<file path="src/inc/irs_pkg.sv">
package irs_pkg;

  // Master clock period in picoseconds (40 MHz).
  localparam int unsigned CLK_PERIOD_PS = 25000;

  localparam int unsigned ADDR_W = 7;
  localparam logic [ADDR_W-1:0] LAST_ROW = 7'h7f;
  localparam logic [ADDR_W-1:0] LAST_COL = 7'h7f;
  localparam logic [ADDR_W-1:0] FIRST_ADDR = 7'h00;

  // Four master clock cycles per pixel: two for the signal level, two reset.
  localparam logic [1:0] PIX_LAST_PHASE = 2'h3;
  localparam logic [1:0] PIX_RST_PHASE = 2'h2;

  // Row timing, in nanoseconds as specified.
  localparam int unsigned XFER_NS = 1000;
  localparam int unsigned RSTH_NS = 1000;
  localparam int unsigned ROW_BLANK_NS = 4600;
  localparam int unsigned END_BLANK_NS = 300;

  // Least times, rounded up to whole cycles.
  localparam logic [7:0] XFER_CYC =
    8'((XFER_NS * 1000 + CLK_PERIOD_PS - 1) / CLK_PERIOD_PS);
  localparam logic [7:0] RSTH_CYC =
    8'((RSTH_NS * 1000 + CLK_PERIOD_PS - 1) / CLK_PERIOD_PS);
  localparam logic [7:0] ROW_BLANK_CYC =
    8'((ROW_BLANK_NS * 1000 + CLK_PERIOD_PS - 1) / CLK_PERIOD_PS);
  localparam logic [7:0] END_BLANK_CYC =
    8'((END_BLANK_NS * 1000 + CLK_PERIOD_PS - 1) / CLK_PERIOD_PS);
  localparam logic [7:0] GAP_CYC = ROW_BLANK_CYC - XFER_CYC - RSTH_CYC;
  localparam logic [7:0] TMR_ONE = 8'h01;

  typedef enum logic [2:0] {
    ST_IDLE,
    ST_XFER,
    ST_RSTH,
    ST_SHIFT,
    ST_GAP,
    ST_DONE
  } irs_state_e_t;

  typedef struct packed {
    logic [ADDR_W-1:0] row_sel;
    logic [ADDR_W-1:0] col_sel;
    logic              row_active;
    logic              sig_xfer;
    logic              row_reset;
    logic              all_reset;
    logic              sh_closed;
    logic              video_sig;
    logic              video_rst;
    logic              strobe;
    logic              frame_busy;
  } irs_ctrl_t;

  localparam irs_ctrl_t CTRL_RST = '{
    row_sel: 7'h00, col_sel: 7'h00, row_active: 1'b0, sig_xfer: 1'b0,
    row_reset: 1'b0, all_reset: 1'b1, sh_closed: 1'b1, video_sig: 1'b0,
    video_rst: 1'b0, strobe: 1'b0, frame_busy: 1'b0};

  typedef struct packed {
    irs_state_e_t      st;
    logic [1:0]        phase;
    logic [7:0]        tmr;
    logic              global_mode;
    logic              fsp_s1;
    logic              fsp_s2;
    logic              fsp_d;
    logic              m1_s1;
    logic              m1_s2;
    logic              m2_s1;
    logic              m2_s2;
    irs_ctrl_t         out;
  } irs_reg_t;

  localparam irs_reg_t REG_RST = '{
    st: ST_IDLE, phase: 2'h0, tmr: 8'h00, global_mode: 1'b0,
    fsp_s1: 1'b0, fsp_s2: 1'b0, fsp_d: 1'b0, m1_s1: 1'b0, m1_s2: 1'b0,
    m2_s1: 1'b0, m2_s2: 1'b0, out: CTRL_RST};

endpackage

</file>
<file path="src/logic/irs_sequencer.sv">
// Operation
// - Rows selected singly, top to bottom, 128.
// - Rolling: transfer signal level, then hold it.
// - Then reset row pixels, hold reset level.
// - Scan columns, output signal and reset levels.
// - Rolling: pixel sample-hold switches always closed.
// - Row done: release row reset, advance row.
// - Frame pulse rises; next scan then starts.
// - Rolling integration spans one row to next frame.
// - Global: integration equals frame pulse low time.
// - Global: hold all pixels together, read rows.
// - Global: held pixel level becomes row signal.
// - Global: pulse fall after last row releases resets.
// - Four clock cycles per pixel on video.
// - Scan runs only while frame pulse high.
`timescale 1ns/1ps

module irs_sequencer (
  input  wire logic                     core_clk,
  input  wire logic                     sys_rst,
  input  wire logic                     clk_en,
  input  wire logic                     frame_start_pulse,
  input  wire logic                     mode_sel_1,
  input  wire logic                     mode_sel_2,
  output      logic                     conversion_sample_strobe,
  output      irs_pkg::irs_ctrl_t       pixel_readout_ctrl
);
  import irs_pkg::*;

  irs_reg_t r_reg;
  irs_reg_t r_next;
  logic     fsp_rise;
  logic     fsp_fall;
  logic     global_req;

  assign fsp_rise = r_reg.fsp_s2 & ~r_reg.fsp_d;
  assign fsp_fall = ~r_reg.fsp_s2 & r_reg.fsp_d;
  assign global_req = r_reg.m1_s2 & ~r_reg.m2_s2;

  always_comb begin
    r_next = r_reg;
    r_next.fsp_s1 = frame_start_pulse;
    r_next.fsp_s2 = r_reg.fsp_s1;
    r_next.fsp_d = r_reg.fsp_s2;
    r_next.m1_s1 = mode_sel_1;
    r_next.m1_s2 = r_reg.m1_s1;
    r_next.m2_s1 = mode_sel_2;
    r_next.m2_s2 = r_reg.m2_s1;
    r_next.out.video_sig = 1'b0;
    r_next.out.video_rst = 1'b0;
    r_next.out.strobe = 1'b0;
    r_next.tmr = r_reg.tmr - TMR_ONE;

    case (r_reg.st)
      ST_IDLE: begin
        r_next.out.sh_closed = 1'b1;
        if (fsp_rise) begin
          r_next.global_mode = global_req;
          r_next.st = ST_XFER;
          r_next.tmr = XFER_CYC;
          r_next.out.frame_busy = 1'b1;
          r_next.out.row_active = 1'b1;
          r_next.out.sig_xfer = 1'b1;
          r_next.out.row_sel = FIRST_ADDR;
          r_next.out.col_sel = FIRST_ADDR;
          // Global opens every pixel hold at once.
          r_next.out.sh_closed = ~global_req;
        end
      end

      ST_XFER: begin
        // In global mode the held pixel level is moved.
        if (r_reg.tmr == TMR_ONE) begin
          r_next.out.sig_xfer = 1'b0;
          r_next.out.row_reset = 1'b1;
          r_next.st = ST_RSTH;
          r_next.tmr = RSTH_CYC;
        end
      end

      ST_RSTH: begin
        if (r_reg.tmr == TMR_ONE) begin
          r_next.st = ST_SHIFT;
          r_next.phase = 2'h0;
          r_next.out.col_sel = FIRST_ADDR;
        end
      end

      ST_SHIFT: begin
        // Column scan, signal then reset level.
        r_next.out.video_sig = (r_reg.phase < PIX_RST_PHASE);
        r_next.out.video_rst = (r_reg.phase >= PIX_RST_PHASE);
        r_next.out.strobe = r_reg.phase[0];
        r_next.phase = r_reg.phase + 2'h1;
        if (r_reg.phase == PIX_LAST_PHASE) begin
          r_next.out.col_sel = r_reg.out.col_sel + 7'h01;
          if (r_reg.out.col_sel == LAST_COL) begin
            // Release row reset and advance together.
            r_next.out.row_reset = 1'b0;
            r_next.out.col_sel = FIRST_ADDR;
            r_next.st = ST_GAP;
            if (r_reg.out.row_sel == LAST_ROW) begin
              r_next.out.row_active = 1'b0;
              r_next.tmr = END_BLANK_CYC;
            end else begin
              r_next.out.row_sel = r_reg.out.row_sel + 7'h01;
              r_next.tmr = GAP_CYC;
            end
          end
        end
      end

      ST_GAP: begin
        if (r_reg.tmr == TMR_ONE) begin
          if (r_reg.out.row_active) begin
            r_next.st = ST_XFER;
            r_next.tmr = XFER_CYC;
            r_next.out.sig_xfer = 1'b1;
          end else begin
            r_next.st = ST_DONE;
            r_next.out.frame_busy = 1'b0;
            r_next.out.all_reset = 1'b1;
          end
        end
      end

      ST_DONE: begin
        // Pulse fall releases all resets together.
        // Integration runs while the pulse is low.
        if (fsp_fall) begin
          r_next.out.all_reset = 1'b0;
          r_next.out.sh_closed = 1'b1;
          r_next.st = ST_IDLE;
        end
      end

      default: begin
        r_next.st = ST_IDLE;
      end
    endcase

    // A pulse drop mid-scan ends the frame.
    if ((r_reg.st != ST_IDLE) && (r_reg.st != ST_DONE) && !r_reg.fsp_s2) begin
      r_next.st = ST_IDLE;
      r_next.out.frame_busy = 1'b0;
      r_next.out.row_active = 1'b0;
      r_next.out.sig_xfer = 1'b0;
      r_next.out.row_reset = 1'b0;
      r_next.out.all_reset = 1'b0;
      r_next.out.sh_closed = 1'b1;
      r_next.out.video_sig = 1'b0;
      r_next.out.video_rst = 1'b0;
      r_next.out.strobe = 1'b0;
    end
  end

  // Everything freezes with the clock enable, so timing scales with it.
  always_ff @(posedge core_clk) begin
    if (sys_rst) begin
      r_reg <= REG_RST;
    end else if (clk_en) begin
      r_reg <= r_next;
    end
  end

  assign pixel_readout_ctrl = r_reg.out;
  assign conversion_sample_strobe = r_reg.out.strobe;

endmodule

</file>
<file path="config.mk">
export PLATFORM = sky130hd
export DESIGN_NAME = irs_sequencer
export DESIGN_NICKNAME = d
export VERILOG_FILES = /design/src/inc/irs_pkg.sv /design/src/logic/irs_sequencer.sv
export SDC_FILE = /design/constraint.sdc
export NUM_CORES = 1
export LEC_CHECK = 0
export ABC_AREA = 0
export BUFFER_PORTS_ARGS = -buffer_cell sky130_fd_sc_hd__buf_4
export CELL_PAD_IN_SITES_DETAIL_PLACEMENT = 1
export CELL_PAD_IN_SITES_GLOBAL_PLACEMENT = 2
export CORE_UTILIZATION = 32
export DETAILED_ROUTE_END_ITERATION = 12
export GPL_TIMING_DRIVEN = 0
export PLACE_DENSITY = 0.8
export RECOVER_POWER = 25
export SYNTH_ARGS = -nofsm -noshare
export SYNTH_HDL_FRONTEND = slang
export SYNTH_SLANG_ARGS = --single-unit
export TNS_END_PERCENT = 50
</file>
<file path="constraint.sdc">
create_clock -name core_clk -period 1.9 [get_ports core_clk]
set_clock_uncertainty 0.1 [all_clocks]
set_input_delay 0.285 -clock core_clk [delete_from_list [all_inputs] [get_ports core_clk]]
set_output_delay 0.285 -clock core_clk [all_outputs]
set_load 0.05 [all_outputs]
</file>
* Word level (Yosys, flattened, before mapping)
Cells that the tools add are included.
** Operators by class
- Bitwise logic cells :: 7
- Reductions and logical operators :: 25
- Order comparisons :: 2
- Eq/ne operators :: 25
- $add $sub $neg :: 4
- Muxes and demuxes :: 47
** Operators by type and width (number)
- 8-bit two-way mux :: 5
- 3-bit inequality test, second input constant :: 11
- 8-bit case mux with 4 select lines :: 1
- 15-bit two-way mux :: 2
- 3-bit two-way mux :: 9
- 7-bit two-way mux :: 3
- 7-bit case mux with 3 select lines :: 1
- 3-bit nonzero test :: 7
- 5-bit AND reduction :: 4
- 9-bit two-way mux :: 2
- 3-bit case mux with 6 select lines :: 1
- 6-bit AND reduction :: 3
- 16-bit two-way mux :: 1
- 7-bit by 1-bit adder with 7-bit output, second input constant :: 2
- 7-bit == test, second input constant :: 2
- 7-bit case mux with 2 select lines :: 1
- 1-bit two-way mux :: 11
- 2-bit inequality test, second input constant :: 5
- 1-bit case mux with 2 select lines :: 5
- 3-bit AND reduction :: 3
- 8-bit by 1-bit == test with 1-bit output, second input constant :: 1
- 8-bit AND reduction :: 1
- 8-bit by 1-bit subtractor with 8-bit output, second input constant :: 1
- 3-bit by 2-bit == test with 1-bit output, second input constant :: 2
- 17 further kinds :: 26
** Storage, ports and cells
- Flip-flop bits (word level) :: 44
- Logic and storage cells :: 132

* Depth between registers and ports, before layout
Gate-level depths: netlist of the first run.
- Depth in word-level cells :: 6
- Mapped depth :: 7

* Worst setup path after synthesis of the first run
OpenSTA, ideal clock, no wires.
- Path kind :: register to register
- Start point :: register r_reg (netlist bit pixel_readout_ctrl[16])
- End point :: register r_reg (netlist bit pixel_readout_ctrl[21])
- Arrival time :: 1.865 ns
- Setup time :: 0.091 ns
- Required time :: 1.709 ns
- Slack :: -0.156 ns
- Stages on the path, launching flop included :: 8
- Path buffers :: 1
- Cells stage by stage :: dfxtp_1 -> ha_1 -> and3_1 -> buf_2 -> and4_4 -> a2111oi_4 -> a41oi_1 -> a311oi_1
** Between the ends
- Word-level cells in the longest chain between the ends :: 5
- Elaborated cells on any way between the ends :: 8
- Those cells by class :: 1 x add/sub; 2 x eq/ne; 4 x mux; 1 x reduce/logical
** Ends and longest elaborated chain
- start, declared :: line irs_sequencer.sv:30 : irs_reg_t r_reg;
- start signal, assigned :: line irs_sequencer.sv:162 : r_reg <= r_next;
- 7-bit by 1-bit adder with 7-bit output :: line irs_sequencer.sv:106 : r_next.out.row_sel = r_reg.out.row_sel + 7'h01;
- 7-bit two-way mux :: line irs_sequencer.sv:102 : if (r_reg.out.row_sel == LAST_ROW) begin
- 15-bit two-way mux :: line irs_sequencer.sv:97 : if (r_reg.out.col_sel == LAST_COL) begin
- 15-bit two-way mux :: line irs_sequencer.sv:95 : if (r_reg.phase == PIX_LAST_PHASE) begin
- 7-bit case mux with 2 select lines :: line irs_sequencer.sv:54 : case (r_reg.st)
Parallel ways exist; a longest one is shown, timed or not. The select of a mux whose other input is x is not followed.
A chain may end at the register's enable or synchronous reset.

* Worst setup path in the final report of the first run
- Start point :: register r_reg[41] in the netlist's numbering
- End point :: register r_reg (netlist bit pixel_readout_ctrl[18])
** Between the ends
- Word-level cells in the longest chain between the ends :: 3
- Elaborated cells on any way between the ends :: 9
- Those cells by class :: 5 x eq/ne; 1 x mux; 3 x reduce/logical
** Ends and longest elaborated chain (line)
- 3-bit by 2-bit == test with 1-bit output or 3-bit logical NOT (tied branches) :: irs_sequencer.sv:54
- 2-bit inequality test (no source line) or 2-bit nonzero test (tied branches)
- 6-bit AND reduction (no source line)
Parallel ways exist; a longest one is shown, timed or not.

==> summary.txt, run 1 <==
Setup path
  – Worst Path Max Fanout: 9
  – Crit path DAT: 2.06 ns
  – Reg-to-reg startpoint: r_reg[41]
  – Worst EP required: 1.98 ns
  – Worst Setup Start Kind: flop
  – RR Endpoint: pixel_readout_ctrl[18]
  – R2R setup slack: -0.08 ns
  – Capturing element type of the critical path: flop
  – Kind of critical path: reg2reg
  – Reg2reg path depth: 7

Clock tree
  – Clk pin slew, worst setup/hold paths: 0.09 ns
  – CTS max path bufs: 2
  – CTS tree: yes
  – H-tree depth: 2
  – Clock root cell: clkbuf_8
  – Hold Buf Count CTS: 0
  – Total CTS buffers: 5
  – TritonCTS sink count: 43
  – Clk Latency, worst-skew pair: 0.31 ns

Layout
  – Largest register FFs: 22
  – Multi-input gate area: 0.00178 mm2
  – Fill cells: 1001
  – Number of diodes: 0
  – Storage cell area: 892 um2
  – Final Cell Area: 0.00369 mm2
  – Syn-to-layout area delta: 35.1%
  – Layout cells sized above 1: 39.5%
  – # nets final: 411

Logic synthesis
  – Avg Cell Area, Syn: 8.15 um2
  – Top post-synthesis cells by area: dfxtp_1, buf_4, a21oi_1, nor2_1, mux2i_1
  – Register bit total from synthesis: 43
  – Mapped Nets: 347
  – Synth warnings: 0
  – Post-synth EDFFs: 0
  – Most used DFF post-synth: dfxtp_1
  – Yosys cell types: 58
  – Top-count cell post-synth: dfxtp_1
  – Share of Yosys cell area claimed by the top area cell type: 31.5%
  – Synth top cells by count: dfxtp_1, nor2_1, a21oi_1
  – Synth area leader: dfxtp_1
  – Sequential area share after synthesis: 31.5%
  – Synth Cell Area: 0.00273 mm2
  – Post-Synthesis Cells: 335
  – Async set-reset flop share out of synthesis: 0%

STA
  – Final hold violations: 0
  – Post-route setup slack: -0.0847 ns
  – Sum Neg Setup Slack: -0.626 ns
  – Fin crit share: 104%
  – Min Tclk post-route: 1.98 ns
  – Hold slack: 0.119 ns
  – F_max: 504 MHz
  – RSZ-0062 raised after global routing: yes
  – # setup viols final: 12
  – Max Slew Vio Count: 0
  – Worst Tran Pin Value: 0.682 ns
  – Slew Limit Headroom: 54.6%

GRT
  – Congestion Overflow GR: 0
  – First-pass GRT wire length: 14200 um
  – Initial antenna violation count: 0
  – Largest net degree at the start of global routing: 14
  – Total track usage: 20.8%
  – Vias in the first global route: 2750

Detailed routing
  – Drt pass-1 iters: 4
  – Post-route ant nets: 0
  – DR DRC count: 0
  – Vias/cell: 5.43
  – Post-DR wirelength/cell: 17.7 um
  – Final WL: 8940 um
  – DR iter-0 viols: 69
  – Via count: 2744

Die
  – Die height: 94.4 um
  – IO Pins: 30
  – Row cnt: 33
  – Initial core utilization: 33.1%
  – Die ar.: 0.00891 mm2
  – Die span in x: 94.4 um
  – CORE AREA: 0.00826 mm2

Pwr
  – VDD IR max: 308 uV
  – Static leakage: 1.44 nW
  – Pwr dens: 574 mW/mm2

Hold path
  – Hold Crit Endpoint: r_next[25]
  – HP Start: mode_sel_1
  – HP Class: in2reg
  – Hold Path Depth: 3

Job
  – Max-cap check violation count: 0

Placement
  – Dpl hpwl: 5900 um
  – Placement Cell Area: 0.00310 mm2
  – I/O Buffers: 28
  – GP Congestion: 0.839

Status
  – Failing checks: negative setup slack
  – Outcome: finished, violations left
## worst max-delay path, cell delays in order (launching register included)
cell      delay, ns
dfxtp_2        0.33
buf_8          0.13
or3_4          0.43
buf_12         0.15
nor2_4         0.17
o21a_1         0.20
a21boi_4       0.23
a311oi_1       0.11
## stage by stage
step                utilization [%]  worst slack (ns)  cells  power, mW
detailed placement             37.5            -0.412    468       1.31
global route                   44.7            -0.153    505       2.21
global placement               37.5            -0.409    468       1.30
finish                         44.7           -0.0847    505       2.12
floorplan                         -           -0.0766    335       1.22
CTS                            42.8           -0.0834    497       2.10
## cell type report
class	count	area share, %
timing repair buffer	58	11.7
clock buffer	7	2.61
multi-input combinational	240	48.2
tap	105	3.56
sequential	43	24.2
inverter	10	1.02
clock inverter	1	0.203
buffer	41	8.55
## what timing repair did
action / 4_1_cts / 5_1_grt
pin swaps: 26 / 18
hold endpoints to repair: 0 / 0
resized for setup: 51 / 34
setup endpoints to repair: 32 / 30
buffers inserted: 22 / 8
cloned: 0 / 0
## how the worst max path moves through the flow
stage,from,end,slack (ns),depth (start not counted)
6_report,r_reg[41],pixel_readout_ctrl[18],-0.08,7
3_3_place_gp,pixel_readout_ctrl[10],r_reg[33],-0.41,6
4_1_cts,r_reg[32],r_reg[32],-0.08,8
3_5_place_dp,pixel_readout_ctrl[16],pixel_readout_ctrl[21],-0.41,7
2_1_floorplan,pixel_readout_ctrl[16],pixel_readout_ctrl[21],-0.08,7
5_1_grt,r_reg[41],pixel_readout_ctrl[20],-0.15,6
## cell usage in the layout (no fill, tap or decap), types with 4 or more instances in the layout
cell / Yosys / final
a21oi_2: 0 / 11
o211ai_1: 5 / 5
dfxtp_2: 0 / 13
a31oi_1: 4 / 4
nand3_1: 14 / 12
dfxtp_4: 0 / 4
dfxtp_1: 43 / 26
a21oi_1: 32 / 20
or4_1: 5 / 4
o21ai_1: 0 / 4
nor2_1: 39 / 37
nor3_1: 10 / 9
ha_4: 0 / 4
mux2i_1: 10 / 10
inv_1: 10 / 9
clkbuf_8: 4 / 10
clkbuf_1: 7 / 16
a311oi_1: 6 / 6
o21ai_0: 14 / 9
nand2_1: 26 / 25
buf_4: 24 / 65
nand2b_1: 6 / 6
buf_6: 0 / 8
## layer usage
metal  GRT usage (%)  routed length (um)  share of wire (%)
met1            27.2                4070                 45
met2            35.6                4450                 50
met3            2.98                 324                3.6
met4            5.77                  98                1.1
met5               0                   0                  0
## report_power, final
part / total (mW) / internal, mW / switching [mW] / leakage [nW]
sequential: 0.981 / 0.934 / 0.0474 / 0.358
combinational: 0.455 / 0.214 / 0.241 / 1.03
clock: 0.683 / 0.331 / 0.351 / 0.0505
## kinds of logic after synthesis
group / Yosys count / share of synthesized area [%]
simple gates: 130 / 25.6
compound gates: 91 / 23.0
buf+inv: 52 / 12.5
flops: 43 / 31.5
mux: 10 / 3.66
fa+ha+maj: 6 / 2.75
xor+xnor: 3 / 0.962
Power figures use the tool's default switching activity.
==> inputs of run 2 (changes only) <==
- CORE_UTILIZATION: 32 -> 35
- PLACE_DENSITY: 0.8 -> 0.82
- clock period: 1.9 -> 2.1 ns (I/O delays scaled with it)
==> run 2 against run 1 <==
  * The flow now finishes without violations
  * Core utilization grew 0.88 points
  * Register-to-register slack improved by 0.15 ns
  * Highest routed layer unchanged
  * Die area decreased by 8.4%
  * Non-clock buffer count down 15
==> summary.txt, run 2 (same netlist as run 1, synthesis figures left out) <==
STA
  – Worst Tran Pin Value: 0.664 ns (-0.0181 ns)
  – Fin crit share: 97.1% (-7.4 points)
  – Sum Neg Setup Slack: 0 ns (+0.626 ns)
  – Max Slew Vio Count: 0 (unchanged)
  – Min Tclk post-route: 2.04 ns (+0.0537 ns)
  – RSZ-0062 raised after global routing: yes
  – Post-route setup slack: 0.0616 ns (+0.146 ns)
  – F_max: 491 MHz (-2.6%)
  – Final hold violations: 0 (unchanged)
  – Slew Limit Headroom: 55.8% (+1.2 points)
  – # setup viols final: 0 (-12)

Pwr
  – Clk pwr share: 35.0% (+2.8 points)
  – Int Power: 1.33 mW (-9.9%)
  – Static leakage: 1.31 nW (-9.1%)
  – Combinational power share: 17.2% (-4.3 points)
  – Power consumption: 1.85 mW (-13%)
  – Psw: 0.518 mW (-19%)
  – Sw frac: 28.0% (-2.2 points)
  – Pwr dens: 548 mW/mm2 (-4.5%)
  – VDD IR max: 261 uV (-16%)
  – Sequential Power Share: 47.8% (+1.5 points)

Die
  – Die span in x: 90.3 um (-4.3%)
  – Die ar.: 0.00816 mm2 (-8.4%)
  – Die height: 90.3 um (-4.3%)
  – IO Pins: 30 (unchanged)
  – CORE AREA: 0.00741 mm2 (-10%)
  – Row cnt: 31 (-6.1%)
  – Initial core utilization: 36.9% (+3.8 points)

Layout
  – Storage cell area: 881 um2 (-1.3%)
  – Number of diodes: 0 (unchanged)
  – # nets final: 396 (-3.6%)
  – Most frequent cells in the layout: buf_4, nor2_1, dfxtp_1, a21oi_1, nand2_1
  – Commonest non-fill, non-tap cell in the layout: buf_4
  – Layout cells sized above 1: 29.2% (-10 points)
  – Fill cells: 931 (-7.0%)
  – Multi-input gate area: 0.00165 mm2 (-7.1%)
  – Syn-to-layout area delta: 23.6%
  – Largest register FFs: 22 (unchanged)

Setup path
  – Worst Setup Start Kind: flop
  – Reg2reg path depth: 7 (unchanged)
  – Worst Path Max Fanout: 5 (-4)
  – Kind of critical path: reg2reg
  – Worst EP required: 2.24 ns (+0.26 ns)
  – Crit path DAT: 2.17 ns (+0.11 ns)
  – Capturing element type of the critical path: flop

Placement
  – I/O Buffers: 28 (unchanged)
  – Dpl hpwl: 5870 um (-0.63%)
  – GP Congestion: 0.874 (+4.1%)
  – Pre-CTS setup slack: -0.361 ns (+0.0507 ns)

Hold path
  – HP Class: in2reg
  – Hold Path Depth: 3 (unchanged)

Clock tree
  – H-tree depth: 2 (unchanged)
  – Clk Latency, worst-skew pair: 0.30 ns (about the same)
  – Clock root cell: clkbuf_8
  – Hold Buf Count CTS: 0 (unchanged)
  – TritonCTS sink count: 43 (unchanged)
  – CTS tree: yes
  – Total CTS buffers: 5 (unchanged)
  – CTS max path bufs: 2 (unchanged)
  – Clk pin slew, worst setup/hold paths: 0.09 ns (about the same)

GRT
  – Congestion Overflow GR: 0 (unchanged)
  – Total track usage: 20.6% (-0.23 points)
  – Largest net degree at the start of global routing: 13 (-1)
  – First-pass GRT wire length: 13500 um (-5.2%)
  – Vias in the first global route: 2626 (-4.5%)
  – Initial antenna violation count: 0 (unchanged)

Detailed routing
  – Drt pass-1 iters: 4 (unchanged)
  – DR DRC count: 0 (unchanged)
  – Post-DR wirelength/cell: 16.9 um (-4.3%)
  – Final WL: 8180 um (-8.5%)
  – Vias/cell: 5.43 (about the same)
  – DR iter-0 viols: 51 (-26%)
  – Via count: 2625 (-4.3%)
  – Post-route ant nets: 0 (unchanged)

Status
  – Outcome: finished clean

Job
  – Max-cap check violation count: 0 (unchanged)
==> run 2: cell types whose count changed in the layout (fill, tap and decap cells not counted), sizes merged <==
cell,delta
clkinvlp,-1
bufinv,+1
buf,-16
==> run 2: worst max-delay path, stage by stage (launching register included) <==
cell	delay, ns
dfxtp_2	0.35
inv_2	0.06
ha_2	0.16
nor3b_4	0.30
nand2_2	0.13
a31o_4	0.27
or4_4	0.48
a21oi_2	0.13
==> run 2: worst paths after layout <==
kind	end	start	slack [ns]
worst max register to register	r_reg[41]	r_reg[32]	0.06
worst max-delay path	r_reg[41]	r_reg[32]	0.06
worst min-delay path	r_next[25]	mode_sel_1	0.15
worst min register to register	pixel_readout_ctrl[2]	pixel_readout_ctrl[2]	0.37
==> run 2: layer usage <==
metal  global-route usage [%]  vias up  routed length, um
met5                        0        -                  0
met4                     6.72        0                172
met3                     3.54       13                304
met2                     34.8       48               3870
met1                     26.6     1271               3840
li1                         -     1293                  -
==> run 2: area by class of cell <==
class | instances | area share, %
well taps | 99 | 3.67
multi-input cells | 240 | 48.9
clock inverters | 1 | 0.890
plain buffers | 41 | 8.86
inverters | 10 | 1.11
clock buffers | 6 | 2.15
flip-flops and latches | 43 | 26.1
repair buffers | 43 | 8.34
==> run 2: timing repair <==
item | 4_1_cts | 5_1_grt
setup buffers | 5 | 10
endpoints found under the setup margin | 27 | 18
resized for setup | 17 | 22
gates cloned | 0 | 0
pin swaps | 4 | 8
==> run 2: per-stage QoR <==
step                      hold slack (ns)  cell area, um2  utilization [%]  instances
after global routing                0.160            3380             45.6        483
after global placement              0.350            3070             41.4        462
after floorplan                     0.339            2730                -        335
after CTS                           0.148            3270             44.2        474
after detailed placement            0.358            3070             41.4        462
final                               0.152            3380             45.6        483
==> run 2: power groups by stage <==
stage	registers [mW]	logic (mW)	clock network, mW
global route	0.891	0.346	0.699
finish	0.884	0.318	0.648
CTS	0.886	0.310	0.669
floorplan	0.895	0.212	0
detailed placement	0.902	0.283	0
global placement	0.901	0.277	0
